$ cat config.mk
export PLATFORM = sky130hd
export DESIGN_NAME = memory_net_meter
export DESIGN_NICKNAME = d
export VERILOG_FILES = /design/src/hw/memory_net_meter.v /design/src/hw/store_credit.v /design/src/hw/word_fifo.v
export VERILOG_INCLUDE_DIRS = /design/src /design/src/include
export SDC_FILE = /design/constraint.sdc
export NUM_CORES = 1
export LEC_CHECK = 0
export BUFFER_PORTS_ARGS = -buffer_cell sky130_fd_sc_hd__clkbuf_2
export CORE_MARGIN = 3
export CORE_UTILIZATION = 50
export DETAILED_ROUTE_END_ITERATION = 16
export PLACE_DENSITY = 0.78
export SLEW_MARGIN = 25
export SYNTH_ARGS = -nofsm -noshare
export SYNTH_HDL_FRONTEND = slang
export SYNTH_SLANG_ARGS = --single-unit
$ cat constraint.sdc
create_clock -name clk -period 5.8 [get_ports clk]
set_clock_uncertainty 0.1 [all_clocks]
set_input_delay 1.16 -clock clk [delete_from_list [all_inputs] [get_ports clk]]
set_output_delay 1.16 -clock clk [all_outputs]
set_load 0.02 [all_outputs]
$ cat src/include/meter_defines.vh
// constants for the memory network credit meter
// What this block does
// - stall a send only if input sinks all
// - outgoing queue holds sixteen words
// - queue absorbs two-word read plus evict
// - store issue decrements store counter
// - store reply increments store counter
// - zero counter halts cache until reply
// - two counters, stall if either zero
// - borrow write decrements selected counter
// - ack code 1110, sender picks counter
// - line write: code 0100, address, eight words
`ifndef METER_DEFINES_VH
`define METER_DEFINES_VH
// register byte offsets
`define REG_STORE_ACK 4'h0
`define REG_CREDITS 4'h4
`define REG_STATUS 4'h8
`define REG_SEND 4'hC
// store-ack register fields
`define ACK_BORROW_BIT 0
`define ACK_PARTNER_BIT 1
// credit register fields
`define CRD_NP_LO 0
`define CRD_P_LO 16
// status register fields
`define STS_STATE_HI 1
`define STS_STALL_BIT 2
`define STS_DROP_BIT 3
`define STS_LEVEL_LO 8
// network header fields
`define HDR_LEN_HI 28
`define HDR_LEN_LO 24
`define HDR_USR_HI 23
`define HDR_USR_LO 20
`define HDR_SENDER_BIT 19
`define HDR_DEST_HI 18
// user-field codes
`define USR_LINE_READ 4'h0
`define USR_LINE_WRITE 4'h4
`define USR_STORE_ACK 4'hE
// message lengths after the header
`define LEN_READ 5'h01
`define LEN_WRITE 5'h09
`define LINE_WORDS 4'h8
// cache sender states
`define ST_IDLE 2'h0
`define ST_HDR 2'h1
`define ST_ADDR 2'h2
`define ST_DATA 2'h3
// AXI responses
`define RESP_OKAY 2'h0
`define RESP_SLVERR 2'h2
`endif
$ cat src/hw/memory_net_meter.v
// tile memory network sender with buffer metering and AXI4-Lite registers
//
// Chosen here: the placing of the registers and register access over AXI4-Lite.
`include "meter_defines.vh"
`default_nettype none
module memory_net_meter #(
  parameter QUEUE_DEPTH = 16,
  parameter CW = 8,
  parameter [CW-1:0] PARTNER_CREDITS = 8'h08,
  parameter [CW-1:0] NONPARTNER_CREDITS = 8'h01
) (
  // clock and reset
  input wire clk,
  input wire rst,
  // AXI4-Lite write address
  input wire [3:0] s_axi_awaddr,
  input wire s_axi_awvalid,
  output wire s_axi_awready,
  // AXI4-Lite write data
  input wire [31:0] s_axi_wdata,
  input wire [3:0] s_axi_wstrb,
  input wire s_axi_wvalid,
  output wire s_axi_wready,
  // AXI4-Lite write response
  output wire [1:0] s_axi_bresp,
  output wire s_axi_bvalid,
  input wire s_axi_bready,
  // AXI4-Lite read address
  input wire [3:0] s_axi_araddr,
  input wire s_axi_arvalid,
  output wire s_axi_arready,
  // AXI4-Lite read data
  output wire [31:0] s_axi_rdata,
  output wire [1:0] s_axi_rresp,
  output wire s_axi_rvalid,
  input wire s_axi_rready,
  // cache transaction request
  input wire cache_txn_valid,
  output wire cache_txn_ready,
  input wire cache_txn_store,
  input wire cache_txn_partner,
  input wire [`HDR_DEST_HI:0] cache_txn_dest,
  input wire [31:0] cache_txn_addr,
  output wire cache_stalled,
  // cache line data for stores
  input wire cache_word_valid,
  output wire cache_word_ready,
  input wire [31:0] cache_word_data,
  // outgoing memory_dynamic_network words
  output wire net_out_valid,
  input wire net_out_ready,
  output wire [31:0] net_out_data,
  // incoming memory_dynamic_network words
  input wire net_in_valid,
  output wire net_in_ready,
  input wire [31:0] net_in_data,
  // replies passed on to the cache
  output wire rx_valid,
  output wire [31:0] rx_data
);
  localparam LW = $clog2(QUEUE_DEPTH+1);

  // write channel state
  reg aw_full_r;
  reg [3:0] aw_addr_r;
  reg w_full_r;
  reg [31:0] w_data_r;
  reg [3:0] w_strb_r;
  reg bvalid_r;
  reg [1:0] bresp_r;
  // read channel state
  reg rvalid_r;
  reg [31:0] rdata_r;
  reg [1:0] rresp_r;
  // sender state
  reg [1:0] state_r;
  reg store_r;
  reg partner_r;
  reg [`HDR_DEST_HI:0] dest_r;
  reg [31:0] addr_r;
  reg [3:0] words_r;
  reg send_drop_r;
  // receive state
  reg [4:0] remain_r;
  reg rx_valid_r;
  reg [31:0] rx_data_r;

  wire wr_do;
  wire rd_do;
  wire wr_hit;
  wire wr_ok;
  wire borrow_p;
  wire borrow_np;
  wire [CW-1:0] cnt_p;
  wire [CW-1:0] cnt_np;
  wire zero_p;
  wire zero_np;
  wire txn_take;
  wire sw_push;
  wire ack_p;
  wire ack_np;
  wire is_hdr;
  wire is_ack;
  wire [LW-1:0] q_level;
  reg q_valid;
  reg [31:0] q_data;
  wire q_ready;

  function reg_known;
    input [3:0] a;
    begin
      reg_known = (a == `REG_STORE_ACK) || (a == `REG_CREDITS) ||
        (a == `REG_STATUS) || (a == `REG_SEND);
    end
  endfunction

  function [31:0] make_hdr;
    input [4:0] len;
    input [3:0] usr;
    input [`HDR_DEST_HI:0] dest;
    begin
      make_hdr = 32'h0;
      make_hdr[`HDR_LEN_HI:`HDR_LEN_LO] = len;
      make_hdr[`HDR_USR_HI:`HDR_USR_LO] = usr;
      make_hdr[`HDR_DEST_HI:0] = dest;
    end
  endfunction

  // write address and data may arrive in either order
  assign s_axi_awready = ~aw_full_r & ~bvalid_r;
  assign s_axi_wready = ~w_full_r & ~bvalid_r;
  assign s_axi_bvalid = bvalid_r;
  assign s_axi_bresp = bresp_r;
  assign wr_do = aw_full_r & w_full_r & ~bvalid_r;
  assign wr_hit = reg_known(aw_addr_r);
  assign wr_ok = wr_do & wr_hit & w_strb_r[0];

  always @(posedge clk) begin
    if (rst) begin
      aw_full_r <= 1'b0;
      aw_addr_r <= 4'h0;
      w_full_r <= 1'b0;
      w_data_r <= 32'h0;
      w_strb_r <= 4'h0;
      bvalid_r <= 1'b0;
      bresp_r <= `RESP_OKAY;
    end else begin
      if (s_axi_awvalid & s_axi_awready) begin
        aw_full_r <= 1'b1;
        aw_addr_r <= {s_axi_awaddr[3:2], 2'b00};
      end
      if (s_axi_wvalid & s_axi_wready) begin
        w_full_r <= 1'b1;
        w_data_r <= s_axi_wdata;
        w_strb_r <= s_axi_wstrb;
      end
      if (wr_do) begin
        aw_full_r <= 1'b0;
        w_full_r <= 1'b0;
        bvalid_r <= 1'b1;
        bresp_r <= wr_hit ? `RESP_OKAY : `RESP_SLVERR;
      end else if (bvalid_r & s_axi_bready) begin
        bvalid_r <= 1'b0;
      end
    end
  end

  assign borrow_p = wr_ok && (aw_addr_r == `REG_STORE_ACK) &&
    w_data_r[`ACK_BORROW_BIT] && w_data_r[`ACK_PARTNER_BIT];
  assign borrow_np = wr_ok && (aw_addr_r == `REG_STORE_ACK) &&
    w_data_r[`ACK_BORROW_BIT] && !w_data_r[`ACK_PARTNER_BIT];
  // software word into the outgoing queue, only while the cache is idle
  assign sw_push = wr_ok && (aw_addr_r == `REG_SEND);

  // read channel, answer one cycle after the address
  assign s_axi_arready = ~rvalid_r;
  assign s_axi_rvalid = rvalid_r;
  assign s_axi_rdata = rdata_r;
  assign s_axi_rresp = rresp_r;
  assign rd_do = s_axi_arvalid & ~rvalid_r;

  always @(posedge clk) begin
    if (rst) begin
      rvalid_r <= 1'b0;
      rdata_r <= 32'h0;
      rresp_r <= `RESP_OKAY;
    end else if (rd_do) begin
      rvalid_r <= 1'b1;
      rresp_r <= reg_known({s_axi_araddr[3:2], 2'b00}) ? `RESP_OKAY : `RESP_SLVERR;
      rdata_r <= 32'h0;
      case ({s_axi_araddr[3:2], 2'b00})
        `REG_CREDITS: begin
          rdata_r[`CRD_NP_LO +: CW] <= cnt_np;
          rdata_r[`CRD_P_LO +: CW] <= cnt_p;
        end
        `REG_STATUS: begin
          rdata_r[`STS_STATE_HI:0] <= state_r;
          rdata_r[`STS_STALL_BIT] <= cache_stalled;
          rdata_r[`STS_DROP_BIT] <= send_drop_r;
          rdata_r[`STS_LEVEL_LO +: LW] <= q_level;
        end
        default: begin
          rdata_r <= 32'h0;
        end
      endcase
    end else if (rvalid_r & s_axi_rready) begin
      rvalid_r <= 1'b0;
    end
  end

  assign cache_stalled = cache_txn_valid & (state_r == `ST_IDLE) & (zero_p | zero_np);
  // hold the transaction until a reply
  assign txn_take = cache_txn_valid & (state_r == `ST_IDLE) & ~zero_p & ~zero_np;
  assign cache_txn_ready = txn_take;
  assign cache_word_ready = (state_r == `ST_DATA) & q_ready;

  // sender multiplexer into the queue
  always @* begin
    q_valid = 1'b0;
    q_data = 32'h0;
    case (state_r)
      `ST_IDLE: begin
        q_valid = sw_push;
        q_data = w_data_r;
      end
      // line read or write header, address, then eight words for a write only
      `ST_HDR: begin
        q_valid = 1'b1;
        q_data = store_r ? make_hdr(`LEN_WRITE, `USR_LINE_WRITE, dest_r) :
          make_hdr(`LEN_READ, `USR_LINE_READ, dest_r);
      end
      `ST_ADDR: begin
        q_valid = 1'b1;
        q_data = addr_r;
      end
      `ST_DATA: begin
        q_valid = cache_word_valid;
        q_data = cache_word_data;
      end
      default: begin
        q_valid = 1'b0;
      end
    endcase
  end

  always @(posedge clk) begin
    if (rst) begin
      state_r <= `ST_IDLE;
      store_r <= 1'b0;
      partner_r <= 1'b0;
      dest_r <= {(`HDR_DEST_HI+1){1'b0}};
      addr_r <= 32'h0;
      words_r <= 4'h0;
      send_drop_r <= 1'b0;
    end else begin
      // a software word that finds the queue busy or full is lost and flagged
      if (sw_push & ~((state_r == `ST_IDLE) & q_ready)) begin
        send_drop_r <= 1'b1;
      end
      case (state_r)
        `ST_IDLE: begin
          if (txn_take) begin
            store_r <= cache_txn_store;
            partner_r <= cache_txn_partner;
            dest_r <= cache_txn_dest;
            addr_r <= cache_txn_addr;
            words_r <= 4'h0;
            state_r <= `ST_HDR;
          end
        end
        `ST_HDR: begin
          if (q_ready) begin
            state_r <= `ST_ADDR;
          end
        end
        `ST_ADDR: begin
          if (q_ready) begin
            state_r <= store_r ? `ST_DATA : `ST_IDLE;
          end
        end
        `ST_DATA: begin
          if (cache_word_valid & q_ready) begin
            words_r <= words_r + 1'b1;
            if (words_r == `LINE_WORDS - 1'b1) begin
              state_r <= `ST_IDLE;
            end
          end
        end
        default: begin
          state_r <= `ST_IDLE;
        end
      endcase
    end
  end

  word_fifo #(
    .WIDTH(32),
    .DEPTH(QUEUE_DEPTH)
  ) out_queue (
    .clk(clk),
    .rst(rst),
    .in_valid(q_valid),
    .in_ready(q_ready),
    .in_data(q_data),
    .out_valid(net_out_valid),
    .out_ready(net_out_ready),
    .out_data(net_out_data),
    .level(q_level)
  );

  assign net_in_ready = 1'b1;
  assign is_hdr = net_in_valid & (remain_r == 5'h00);
  // ack code and sender select counter
  assign is_ack = is_hdr & (net_in_data[`HDR_USR_HI:`HDR_USR_LO] == `USR_STORE_ACK);
  assign ack_p = is_ack & net_in_data[`HDR_SENDER_BIT];
  assign ack_np = is_ack & ~net_in_data[`HDR_SENDER_BIT];

  always @(posedge clk) begin
    if (rst) begin
      remain_r <= 5'h00;
      rx_valid_r <= 1'b0;
      rx_data_r <= 32'h0;
    end else begin
      rx_valid_r <= net_in_valid & ~is_ack;
      if (net_in_valid) begin
        rx_data_r <= net_in_data;
        remain_r <= is_hdr ? net_in_data[`HDR_LEN_HI:`HDR_LEN_LO] : remain_r - 1'b1;
      end
    end
  end
  assign rx_valid = rx_valid_r;
  assign rx_data = rx_data_r;

  store_credit #(
    .WIDTH(CW),
    .INIT(PARTNER_CREDITS)
  ) partner_credit (
    .clk(clk),
    .rst(rst),
    .issue_dec(txn_take & cache_txn_store & cache_txn_partner),
    .borrow_dec(borrow_p),
    .reply_inc(ack_p),
    .count(cnt_p),
    .zero(zero_p)
  );

  store_credit #(
    .WIDTH(CW),
    .INIT(NONPARTNER_CREDITS)
  ) other_credit (
    .clk(clk),
    .rst(rst),
    .issue_dec(txn_take & cache_txn_store & ~cache_txn_partner),
    .borrow_dec(borrow_np),
    .reply_inc(ack_np),
    .count(cnt_np),
    .zero(zero_np)
  );
endmodule // memory_net_meter
`default_nettype wire

$ cat src/hw/store_credit.v
// one outstanding-store credit counter
`default_nettype none
module store_credit #(
  parameter WIDTH = 8,
  parameter [WIDTH-1:0] INIT = 8'h04
) (
  // clock and reset
  input wire clk,
  input wire rst,
  // updates
  input wire issue_dec,
  input wire borrow_dec,
  input wire reply_inc,
  // state
  output wire [WIDTH-1:0] count,
  output wire zero
);
  reg [WIDTH-1:0] count_r;
  reg [WIDTH-1:0] count_nxt;
  reg [1:0] decs;

  assign count = count_r;
  assign zero = (count_r == {WIDTH{1'b0}});

  always @* begin
    decs = {1'b0, issue_dec} + {1'b0, borrow_dec};
    count_nxt = count_r + {{(WIDTH-1){1'b0}}, reply_inc};
    // never wrap below zero if software borrows wrongly
    if (count_nxt >= {{(WIDTH-2){1'b0}}, decs}) begin
      count_nxt = count_nxt - {{(WIDTH-2){1'b0}}, decs};
    end else begin
      count_nxt = {WIDTH{1'b0}};
    end
  end

  always @(posedge clk) begin
    if (rst) begin
      count_r <= INIT;
    end else begin
      count_r <= count_nxt;
    end
  end
endmodule // store_credit
`default_nettype wire

$ cat src/hw/word_fifo.v
// synchronous valid/ready FIFO with parameter width and depth
`default_nettype none
module word_fifo #(
  parameter WIDTH = 32,
  parameter DEPTH = 16
) (
  // clock and reset
  input wire clk,
  input wire rst,
  // fill side
  input wire in_valid,
  output wire in_ready,
  input wire [WIDTH-1:0] in_data,
  // drain side
  output wire out_valid,
  input wire out_ready,
  output wire [WIDTH-1:0] out_data,
  // occupancy
  output wire [$clog2(DEPTH+1)-1:0] level
);
  localparam AW = $clog2(DEPTH);
  localparam CW = $clog2(DEPTH+1);
  reg [WIDTH-1:0] mem [0:DEPTH-1];
  reg [AW-1:0] wr_ptr_r;
  reg [AW-1:0] rd_ptr_r;
  reg [CW-1:0] count_r;
  wire push;
  wire pop;

  assign in_ready = (count_r != DEPTH[CW-1:0]);
  assign out_valid = (count_r != {CW{1'b0}});
  assign out_data = mem[rd_ptr_r];
  assign level = count_r;
  assign push = in_valid & in_ready;
  assign pop = out_valid & out_ready;

  function [AW-1:0] bump;
    input [AW-1:0] p;
    begin
      bump = (p == DEPTH[AW-1:0] - 1'b1) ? {AW{1'b0}} : p + 1'b1;
    end
  endfunction

  always @(posedge clk) begin
    if (push) begin
      mem[wr_ptr_r] <= in_data;
    end
  end

  always @(posedge clk) begin
    if (rst) begin
      wr_ptr_r <= {AW{1'b0}};
      rd_ptr_r <= {AW{1'b0}};
      count_r <= {CW{1'b0}};
    end else begin
      if (push) begin
        wr_ptr_r <= bump(wr_ptr_r);
      end
      if (pop) begin
        rd_ptr_r <= bump(rd_ptr_r);
      end
      if (push & ~pop) begin
        count_r <= count_r + 1'b1;
      end else if (pop & ~push) begin
        count_r <= count_r - 1'b1;
      end
    end
  end
endmodule // word_fifo
`default_nettype wire

# Yosys cells after proc, flatten, opt, wreduce, memory -nomap -nowiden
# Memories as Yosys holds them, arrays and structs flattened. A register that Yosys moved wholly into a read port is not among the register bits.
# Cells that the tools add are included.
# W data, S select, Z words.
[word_totals]
regBits = 190
out_inout_bits = 111
mem_count = 1
in_bits = 172
ram_bits = 512
[mem_list]
columns = ["memory", "words", "word_bits", "rd", "rd_clocked_by_memory_dff", "wr", "line", "source"]
rows = [
  ["out_queue.mem", 16, 32, 1, 1, 1, "word_fifo.v:23", "reg [WIDTH-1:0] mem [0:DEPTH-1];"],
]
[classes]
eq_ne = 19
bitwise = 46
n_reduce_logical = 30
order_cmp = 2
addsub = 12
mux = 34
[ops]
columns = ["operator", "n"]
rows = [
  ["$pmux W32 S4", 1],
  ["$mux W4", 8],
  ["$and A1 B1 Y1", 31],
  ["$mux W28", 1],
  ["$mux W5", 4],
  ["$add A8 B1 Y8", 2],
  ["$ge A8 B2 Y1", 2],
  ["$logic_not A8 Y1", 2],
  ["$mux W2", 8],
  ["$pmux W4 S2", 2],
  ["$sub A8 B2 Y8", 2],
  ["$not A1 Y1", 14],
  ["$add A4 B1 Y4 const B", 3],
  ["$eq A2 B2 Y1 const B", 6],
  ["$eq A4 B4 Y1 const B", 3],
  ["$sub A5 B1 Y5 const B", 2],
  ["$mux W8", 1],
  ["$ne A2 B1 Y1 const B", 4],
  ["$pmux W2 S4", 1],
  ["$reduce_bool A2 Y1", 4],
  ["$reduce_or A2 Y1", 4],
  ["$mux W1", 7],
  ["$eq A2 B1 Y1 const B", 3],
  ["$logic_or A1 B1 Y1", 6],
  ["16 further kinds", 22],
]

# Depth between registers and ports, before layout
# Gate-level depths: netlist (run 1).
[logic_depth]
word_depth = 13
mapped_depth = 15
ltp_nobuf = 15

# By module
# Synthesis (run 1) repeated with hierarchy kept, for this count alone.
[unflattened]
hier_cells = 1912
hier_area_um2 = 28348.4
[modules_own_cells]
columns = ["module", "n_inst", "cells_each", "seq_area_each_um2", "area_each_um2"]
rows = [
  ["word_fifo", 1, 893, 15715.1, 20040.5],
  ["memory_net_meter", 1, 841, 3183.1, 6830.3],
  ["store_credit (partner_credit)", 1, 90, 160.2, 748.2],
  ["store_credit (other_credit)", 1, 88, 160.2, 729.4],
]

# Least setup slack after synthesis (run 1)
# OpenSTA, ideal clock, no wires.
[synth_path]
path_type = "input port to flip-flop"
start = "in cache_word_valid"
end = "mem out_queue.mem[2][0], enable pin"
arrival_time_ns = 4.141
path_slack_ns = 1.098
stages = 6
setup_time_ns = 0.461
path_buffers = 1
cell_sequence = "a211oi_1 a21oi_1 and2_1 clkbuf_1 nand2_1 nor3_1"
[synth_via]
elab_chain_cells = 4
[synth_rtl]
columns = ["item", "line", "source"]
rows = [
  ["from (decl)", "memory_net_meter.v:46", "input wire cache_word_valid,"],
  ["$pmux W1 S3", "memory_net_meter.v:221", "case (state_r)"],
  ["$and A1 B1 Y1", "word_fifo.v:34", "assign push = in_valid & in_ready;"],
  ["named net out_queue.push", "word_fifo.v:27", "wire push;"],
  ["$mux W1", "word_fifo.v:45", "if (push) begin"],
  ["$mux W1 (not written as such)", "word_fifo.v:46", "mem[wr_ptr_r] <= in_data;"],
  ["to (decl)", "word_fifo.v:23", ""],
]
# The timed path passes the listed nets, and every way through them passes these cells.

==> results.txt, run 1 <==
Total Routing Usage GR = 24.3%
Most frequent cells in the layout = edfxtp_1 (512), clkbuf_2 (260), nand2_1 (225)
Slowest stage delay, CP = 0.86 ns
RSZ-0062 raised after global routing = false
CTS resizes = 0
Layout cells sized above 1 = 28.9%
Final hold vios = 0
Most common cell after layout, fill and taps aside = edfxtp_1
Crit path required time = 4.54 ns
VDD IR max = 247 uV
Post-Syn Area = 28100 um2
Die Span Y = 243 um
Root buf cell = clkbuf_16
Clock Sinks = 704
Iter 0 DRT Violations = 1508
Cell Area, Placed = 30400 um2
Max transition margin = 31.0%
Worst-Skew Late Latency = 0.59 ns
Total grt overflow = 0
Final antenna-violating net count = 0
GP Congestion = 0.907
Count of final setup violators = 0
Area grow syn2layout = 15.8%
CP max-delay cell = dfxtp_4
Arrival time worst endpoint = 3.30 ns
Largest family of logic cells by synthesized area = multiplexers
MaxCap Viol Count = 0
Top delay family on crit path = multiplexers
#FFs+latches synth = 704
Final nets = 2283
Hpwl dp = 44.4 mm
Post-route cell area = 32600 um2
Complex-gate fraction of the synthesized area = 5.30%
CP Launch Type = register
Mean Syn Cell Area = 15.5 um2
Initial Utilization = 50.7%
LEAKAGE = 11.3 nW
Clock buffer depth = 3
Fin crit period = 4.56 ns
DRC violations left = 0
Total CTS buffers = 67
Reg2Reg Setup Slack = 1.84 ns
Post-CTS Setup Bufs = 0
Drt via density = 5.95
Yosys cell types = 66
CTS tree = built
Yosys warns = 0
Biggest area consumer among synthesized cells = edfxtp_1
Crit-path max FO = 36
Synth top area share = 54.7%
Worst hold slack = 0.355 ns
Most used cell, CP = mux4_2
CP bufs+invs = 2
Fmax achieved = 219 MHz
Via count of the first global-routing pass = 17478
Initial antenna violation count = 5
Fin crit share = 78.6%
H-tree Lvls = 3
Hold buffer count at cts = 0
Syn Inst Count = 1815
First-pass GRT wire length = 108 mm
Worst setup path class = reg2out
Worst-Margin Slew = 1.03 ns
Pre-Repair DR Iteration Count = 5
Pin count of the biggest net entering global routing = 107
Synth top area cells = edfxtp_1 (55%), dfxtp_1 (14%), mux4_2 (13%), nand2_1 (3.0%), a21oi_1 (2.4%)
Worst min-delay path class = reg2reg
Final wirelength = 71.9 mm
Reg clk slew, reported paths = 0.06 ns
Cell Chain, Critical Path = buf_4 > mux4_2 > mux4_2 > clkbuf_2
Post-synth top flop = edfxtp_1
Synth Area in Adders = 1.50%
Status = finished clean
Post-route setup TNS = 0 ns
DIE WIDTH = 243 um
Site row count = 86
Post-synthesis xor/xnor area fraction = 0.779%
PD cells = 418 nW/um2
Seq/Total Area, Yosys = 68.4%
Post-Synth Simple-Gate Area = 6.41%
CP endpoint kind = output port
Mux cell area share after synthesis = 15.0%
IO Pins = 283
Via Count = 17146
Die ar. = 59100 um2
Post-synth EDFFs = 512
IO buf count = 261
DR WL/cell = 25.0 um
Slew Viols, Final = 0
Core area = 55400 um2
Post-synth ARST share = 0%
==> Yosys cell counts (12+ instances only) <==
library cell and count:
a222oi_1 21, dfxtp_1 192, xnor2_1 13, mux4_2 160, buf_1 20, xor2_1 12, clkbuf_1 79, edfxtp_1 512
nor2_1 88, buf_2 12, o21ai_0 26, inv_1 49, ha_1 29, nand2_1 225, a22oi_1 15, a21oi_1 137
mux2i_1 58, buf_4 14, nand3_1 26
==> tightest hold or removal path, cell delays in order, from the launching register on <==
cell and delay [ns]:
dfxtp_1 0.31, nand2_1 0.05, a21oi_1 0.05
==> cell type report <==
cell class / instances / area (um2)
Fill cell: 4104 / 22900
Clock inverter: 21 / 166
Sequential cell: 704 / 19200
Inverter: 50 / 188
Timing Repair Buffer: 308 / 1700
Tap cell: 748 / 936
Clock buffer: 100 / 1930
Antenna cell: 1 / 2.50
Multi-Input combinational cell: 948 / 8400
==> metal layers <==
metal / track usage (%) / share of wire [%]
met5: 0 / 0.13
met1: 30.9 / 38
met4: 8.95 / 3.3
met3: 4.90 / 8.2
met2: 41.6 / 51
==> power by group <==
group          switching [W]  internal [W]
clock                0.00181       0.00240
combinational        0.00191       0.00128
sequential          0.000240       0.00598
total                0.00396       0.00965
==> logic make-up after synthesis <==
group / after synthesis
simple gates: 413
compound gates: 242
xor+xnor: 25
other cells: 2
buf+inv: 175
mux: 222
fa+ha+maj: 32
flops: 704
==> registers in the layout (all words and copies together) (netlist names), 4 cells and up, named ones only <==
register,flops
dest_r,19
words_r,4
s_axi_rdata,21
partner_credit.count,8
out_queue.wr_ptr_r,4
out_queue.rd_ptr_r,4
rx_data,32
remain_r,5
addr_r,32
out_queue.mem,512
other_credit.count,8
w_data_r,32
out_queue.level,5
==> metrics by stage <==
stage | total power, W | std cells | setup slack, ns | util [%]
6_report | 0.0136 | 2880 | 1.24 | 58.7
5_1_grt | 0.0142 | 2879 | 1.05 | 58.7
4_1_cts | 0.0137 | 2879 | 1.12 | 58.6
3_5_place_dp | 0.00947 | 2758 | 1.11 | 54.9
3_3_place_gp | 0.00934 | 2758 | 1.10 | 54.8
2_1_floorplan | 0.00841 | 1827 | 1.10 | -
==> final timing paths <==
check,from,endpoint,depth (start not counted)
max,register,net_out_data[10],4
min,addr_r[30],addr_r[30],2
max reg2reg,state_r[1],out_queue.level[4],13
min reg2reg,addr_r[30],addr_r[30],2
Note: power is estimated with default switching activity, not from simulation.
==> run 2: changes to the inputs <==
- ABC_AREA: default -> 1
- clock period: 5.8 -> 4.7 ns (I/O delays scaled with it)
==> results.txt, run 2 <==
Final antenna-violating net count = 0 (unchanged)
Slew Viols, Final = 0 (unchanged)
Arrival time worst endpoint = 2.93 ns (-0.37 ns)
Register bank with the most flops = out_queue.mem
Core area = 56700 um2 (+2.3%)
Multi-input logic area = 8610 um2 (+2.5%)
Post-synth ARST share = 0% (unchanged)
Hpwl dp = 45.9 mm (+3.4%)
Max transition margin = 36.7% (+5.7 points)
Fill count = 4426 (+7.8%)
GP Congestion = 0.890 (-1.9%)
DIE WIDTH = 246 um (+1.2%)
Synth top area share = 53.4% (-1.3 points)
Initial Utilization = 50.8% (about the same)
Final instance count without filler cells = 3691 (+28%)
Crit-path max FO = 133 (+270%)
CP max-delay cell = buf_12
Pin count of the biggest net entering global routing = 257 (+140%)
Post-synthesis xor/xnor area fraction = 0.513% (-0.27 points)
Fin crit share = 84.5%
First-pass GRT wire length = 120 mm (+11%)
CP bufs+invs = 3 (+1)
Initial antenna violation count = 1 (-4)
CTS tree = built
Yosys cell types = 47 (-29%)
Complex-gate fraction of the synthesized area = 13.7% (+8.4 points)
Psw = 0.00684 W (+73%)
CP Launch Type = register
R2r startpoint = state_r[1]
Final nets = 3084 (+35%)
HP Start = s_axi_bresp[1]
Die Span Y = 246 um (+1.2%)
Iter 0 DRT Violations = 2625 (+74%)
Clock Sinks = 704 (unchanged)
Worst-Skew Late Latency = 0.61 ns (+0.02 ns)
Fin crit period = 3.97 ns
Fmax achieved = 252 MHz
Layout cells sized above 1 = 17.1% (-12 points)
Via Count = 21685 (+26%)
Clock network power share = 28.1% (-2.8 points)
Yosys warns = 0 (unchanged)
Top delay family on crit path = buffers and inverters
Synth top cells by count = nor2_1 (594), edfxtp_1 (512), o21ai_0 (390)
Cell Chain, Critical Path = buf_12 > buf_16 > o21ai_0 > o221ai_1 > o211ai_1 > nand2_1 > clkbuf_2
Synth Area in Adders = 1.47% (-0.036 points)
Post-route setup TNS = 0 ns (unchanged)
Post-Synth Simple-Gate Area = 13.5% (+7.1 points)
#FFs+latches synth = 704 (unchanged)
Hold buffer count at cts = 0 (unchanged)
Total CTS buffers = 72 (+7.5%)
Seq/Total Area, Yosys = 66.7% (-1.6 points)
Register area = 19200 um2 (about the same)
DR WL/cell = 21.3 um (-15%)
Most frequent cells in the layout = nor2_1 (578), edfxtp_1 (512), o21ai_0 (390)
Synth top area cells = edfxtp_1 (53%), dfxtp_1 (13%), nor2_1 (7.7%), o21ai_0 (6.8%), o221ai_1 (3.3%)
RSZ-0062 raised after global routing = false
ANT cells = 0 (-1)
Site row count = 87 (+1.2%)
Total Routing Usage GR = 25.5% (+1.2 points)
Syn Inst Count = 2654 (+46%)
Largest register FFs = 512 (unchanged)
Placed insts = 3560 (+29%)
Total grt overflow = 0 (unchanged)
Mean Syn Cell Area = 10.9 um2 (-30%)
Worst min-delay path class = reg2reg
Most common cell after layout, fill and taps aside = nor2_1
Area grow syn2layout = 15.6%
Reg clk slew, reported paths = 0.06 ns (about the same)
VDD IR max = 436 uV (+77%)
H-tree Lvls = 3 (unchanged)
IO Pins = 283 (unchanged)
Comb pwr share = 29.2% (+5.8 points)
Post-synth top flop = edfxtp_1
Drt via density = 5.88 (-1.3%)
Mux cell area share after synthesis = 0% (-15 points)
Internal power = 0.0129 W (+33%)
CTS resizes = 0 (unchanged)
Pre-CTS setup slack = 0.738 ns (-0.372 ns)
Via count of the first global-routing pass = 21221 (+21%)
IO buf count = 261 (unchanged)
Die ar. = 60500 um2 (+2.4%)
Switching part of the total = 34.7% (+5.6 points)
Count leader, synth = nor2_1
Largest family of logic cells by synthesized area = compound AO/OA/AOI/OAI gates
MaxCap Viol Count = 0 (unchanged)
Clock buffer depth = 3 (unchanged)
Crit path required time = 3.66 ns (-0.88 ns)
Biggest area consumer among synthesized cells = edfxtp_1
Final setup margin = 0.730 ns (-0.509 ns)
Pre-Repair DR Iteration Count = 6 (+1)
Slowest stage delay, CP = 0.44 ns (-0.42 ns)
Worst-Margin Slew = 0.943 ns (-0.0893 ns)
Root buf cell = clkbuf_16
DRC violations left = 0 (unchanged)
Count of final setup violators = 0 (unchanged)
LEAKAGE = 12.1 nW (+6.9%)
Post-Syn Area = 28800 um2 (+2.4%)
Final core occ = 58.7% (about the same)
CP endpoint kind = output port
Seq pwr share = 42.7% (-3.0 points)
Post-CTS Setup Bufs = 0 (unchanged)
Final hold vios = 0 (unchanged)
Post-synth EDFFs = 512 (unchanged)
Worst setup path class = reg2out
PD cells = 592 nW/um2 (+42%)
Status = finished clean
Final wirelength = 78.6 mm (+9.4%)
[run 2: cell types whose count changed in the layout (fill, tap and decap cells not counted), sizes merged, moves of 17 or more]
cell	previous run	this run
nor2	88	610
o21ai	27	395
mux4	160	0
o221ai	0	109
nand3	27	99
mux2i	58	0
a21oi	137	99
inv	53	90
a222oi	21	0
o22ai	1	20
buf	48	65
o211ai	3	20
[run 2: layer usage]
layer | part of all wire, % | wire, um | global-route usage, %
met1 | 40 | 31700 | 34.6
met2 | 46 | 36500 | 40.5
met3 | 9.3 | 7340 | 4.72
met4 | 3.9 | 3060 | 10.9
met5 | 0.017 | 13 | 0
[run 2: cell families (layout without fill, tap and decap cells)]
group,after synthesis,count (layout)
AND/OR/NAND/NOR,956,956
XOR/XNOR,16,16
flip-flops,704,704
AO/OA/AOI/OAI,672,672
adder cells (fa/ha/maj),32,32
buffers and inverters,272,541
other,2,14
[run 2: layout make-up]
type / count / area share [%]
repair buffers: 326 / 5.74
clock buffers: 99 / 5.93
multi-input cells: 1690 / 25.9
well taps: 756 / 2.84
clock inverters: 30 / 0.906
inverters: 86 / 0.988
flip-flops and latches: 704 / 57.7
[run 2: power by group through the flow]
stage / sequential (W) / combinational, W / clock (W)
after detailed placement: 0.00855 / 0.00559 / 0
after global placement: 0.00852 / 0.00529 / 0
after floorplan: 0.00852 / 0.00345 / 0
final: 0.00843 / 0.00575 / 0.00555
after global routing: 0.00846 / 0.00626 / 0.00587
after CTS: 0.00842 / 0.00563 / 0.00561
[run 2: path summary, 6_finish.rpt]
kind | slack [ns] | cells past startpoint | to
setup / recovery | 0.73 | 7 | net_out_data[2]
hold / removal | 0.34 | 2 | s_axi_bresp[1]
setup reg to reg | 1.15 | 10 | out_queue.mem[6][26]
hold reg to reg | 0.34 | 2 | s_axi_bresp[1]
[run 2: worst register-to-register path: stages, from the launching register on]
cell	delay [ns]
dfxtp_1	0.34
inv_1	0.16
ha_1	0.17
buf_4	0.42
inv_1	0.11
nand2_1	0.11
nand2_1	0.08
a21oi_2	0.33
nand2_1	0.35
nor2_4	0.50
buf_4	0.51
[run 2: stage by stage]
step	hold WS, ns	area (um2)	power [W]
final	0.341	33300	0.0197
after global routing	0.365	33300	0.0206
after CTS	0.341	33200	0.0197
after detailed placement	0.332	31000	0.0141
after global placement	0.318	30900	0.0138
after floorplan	0.330	28800	0.0120
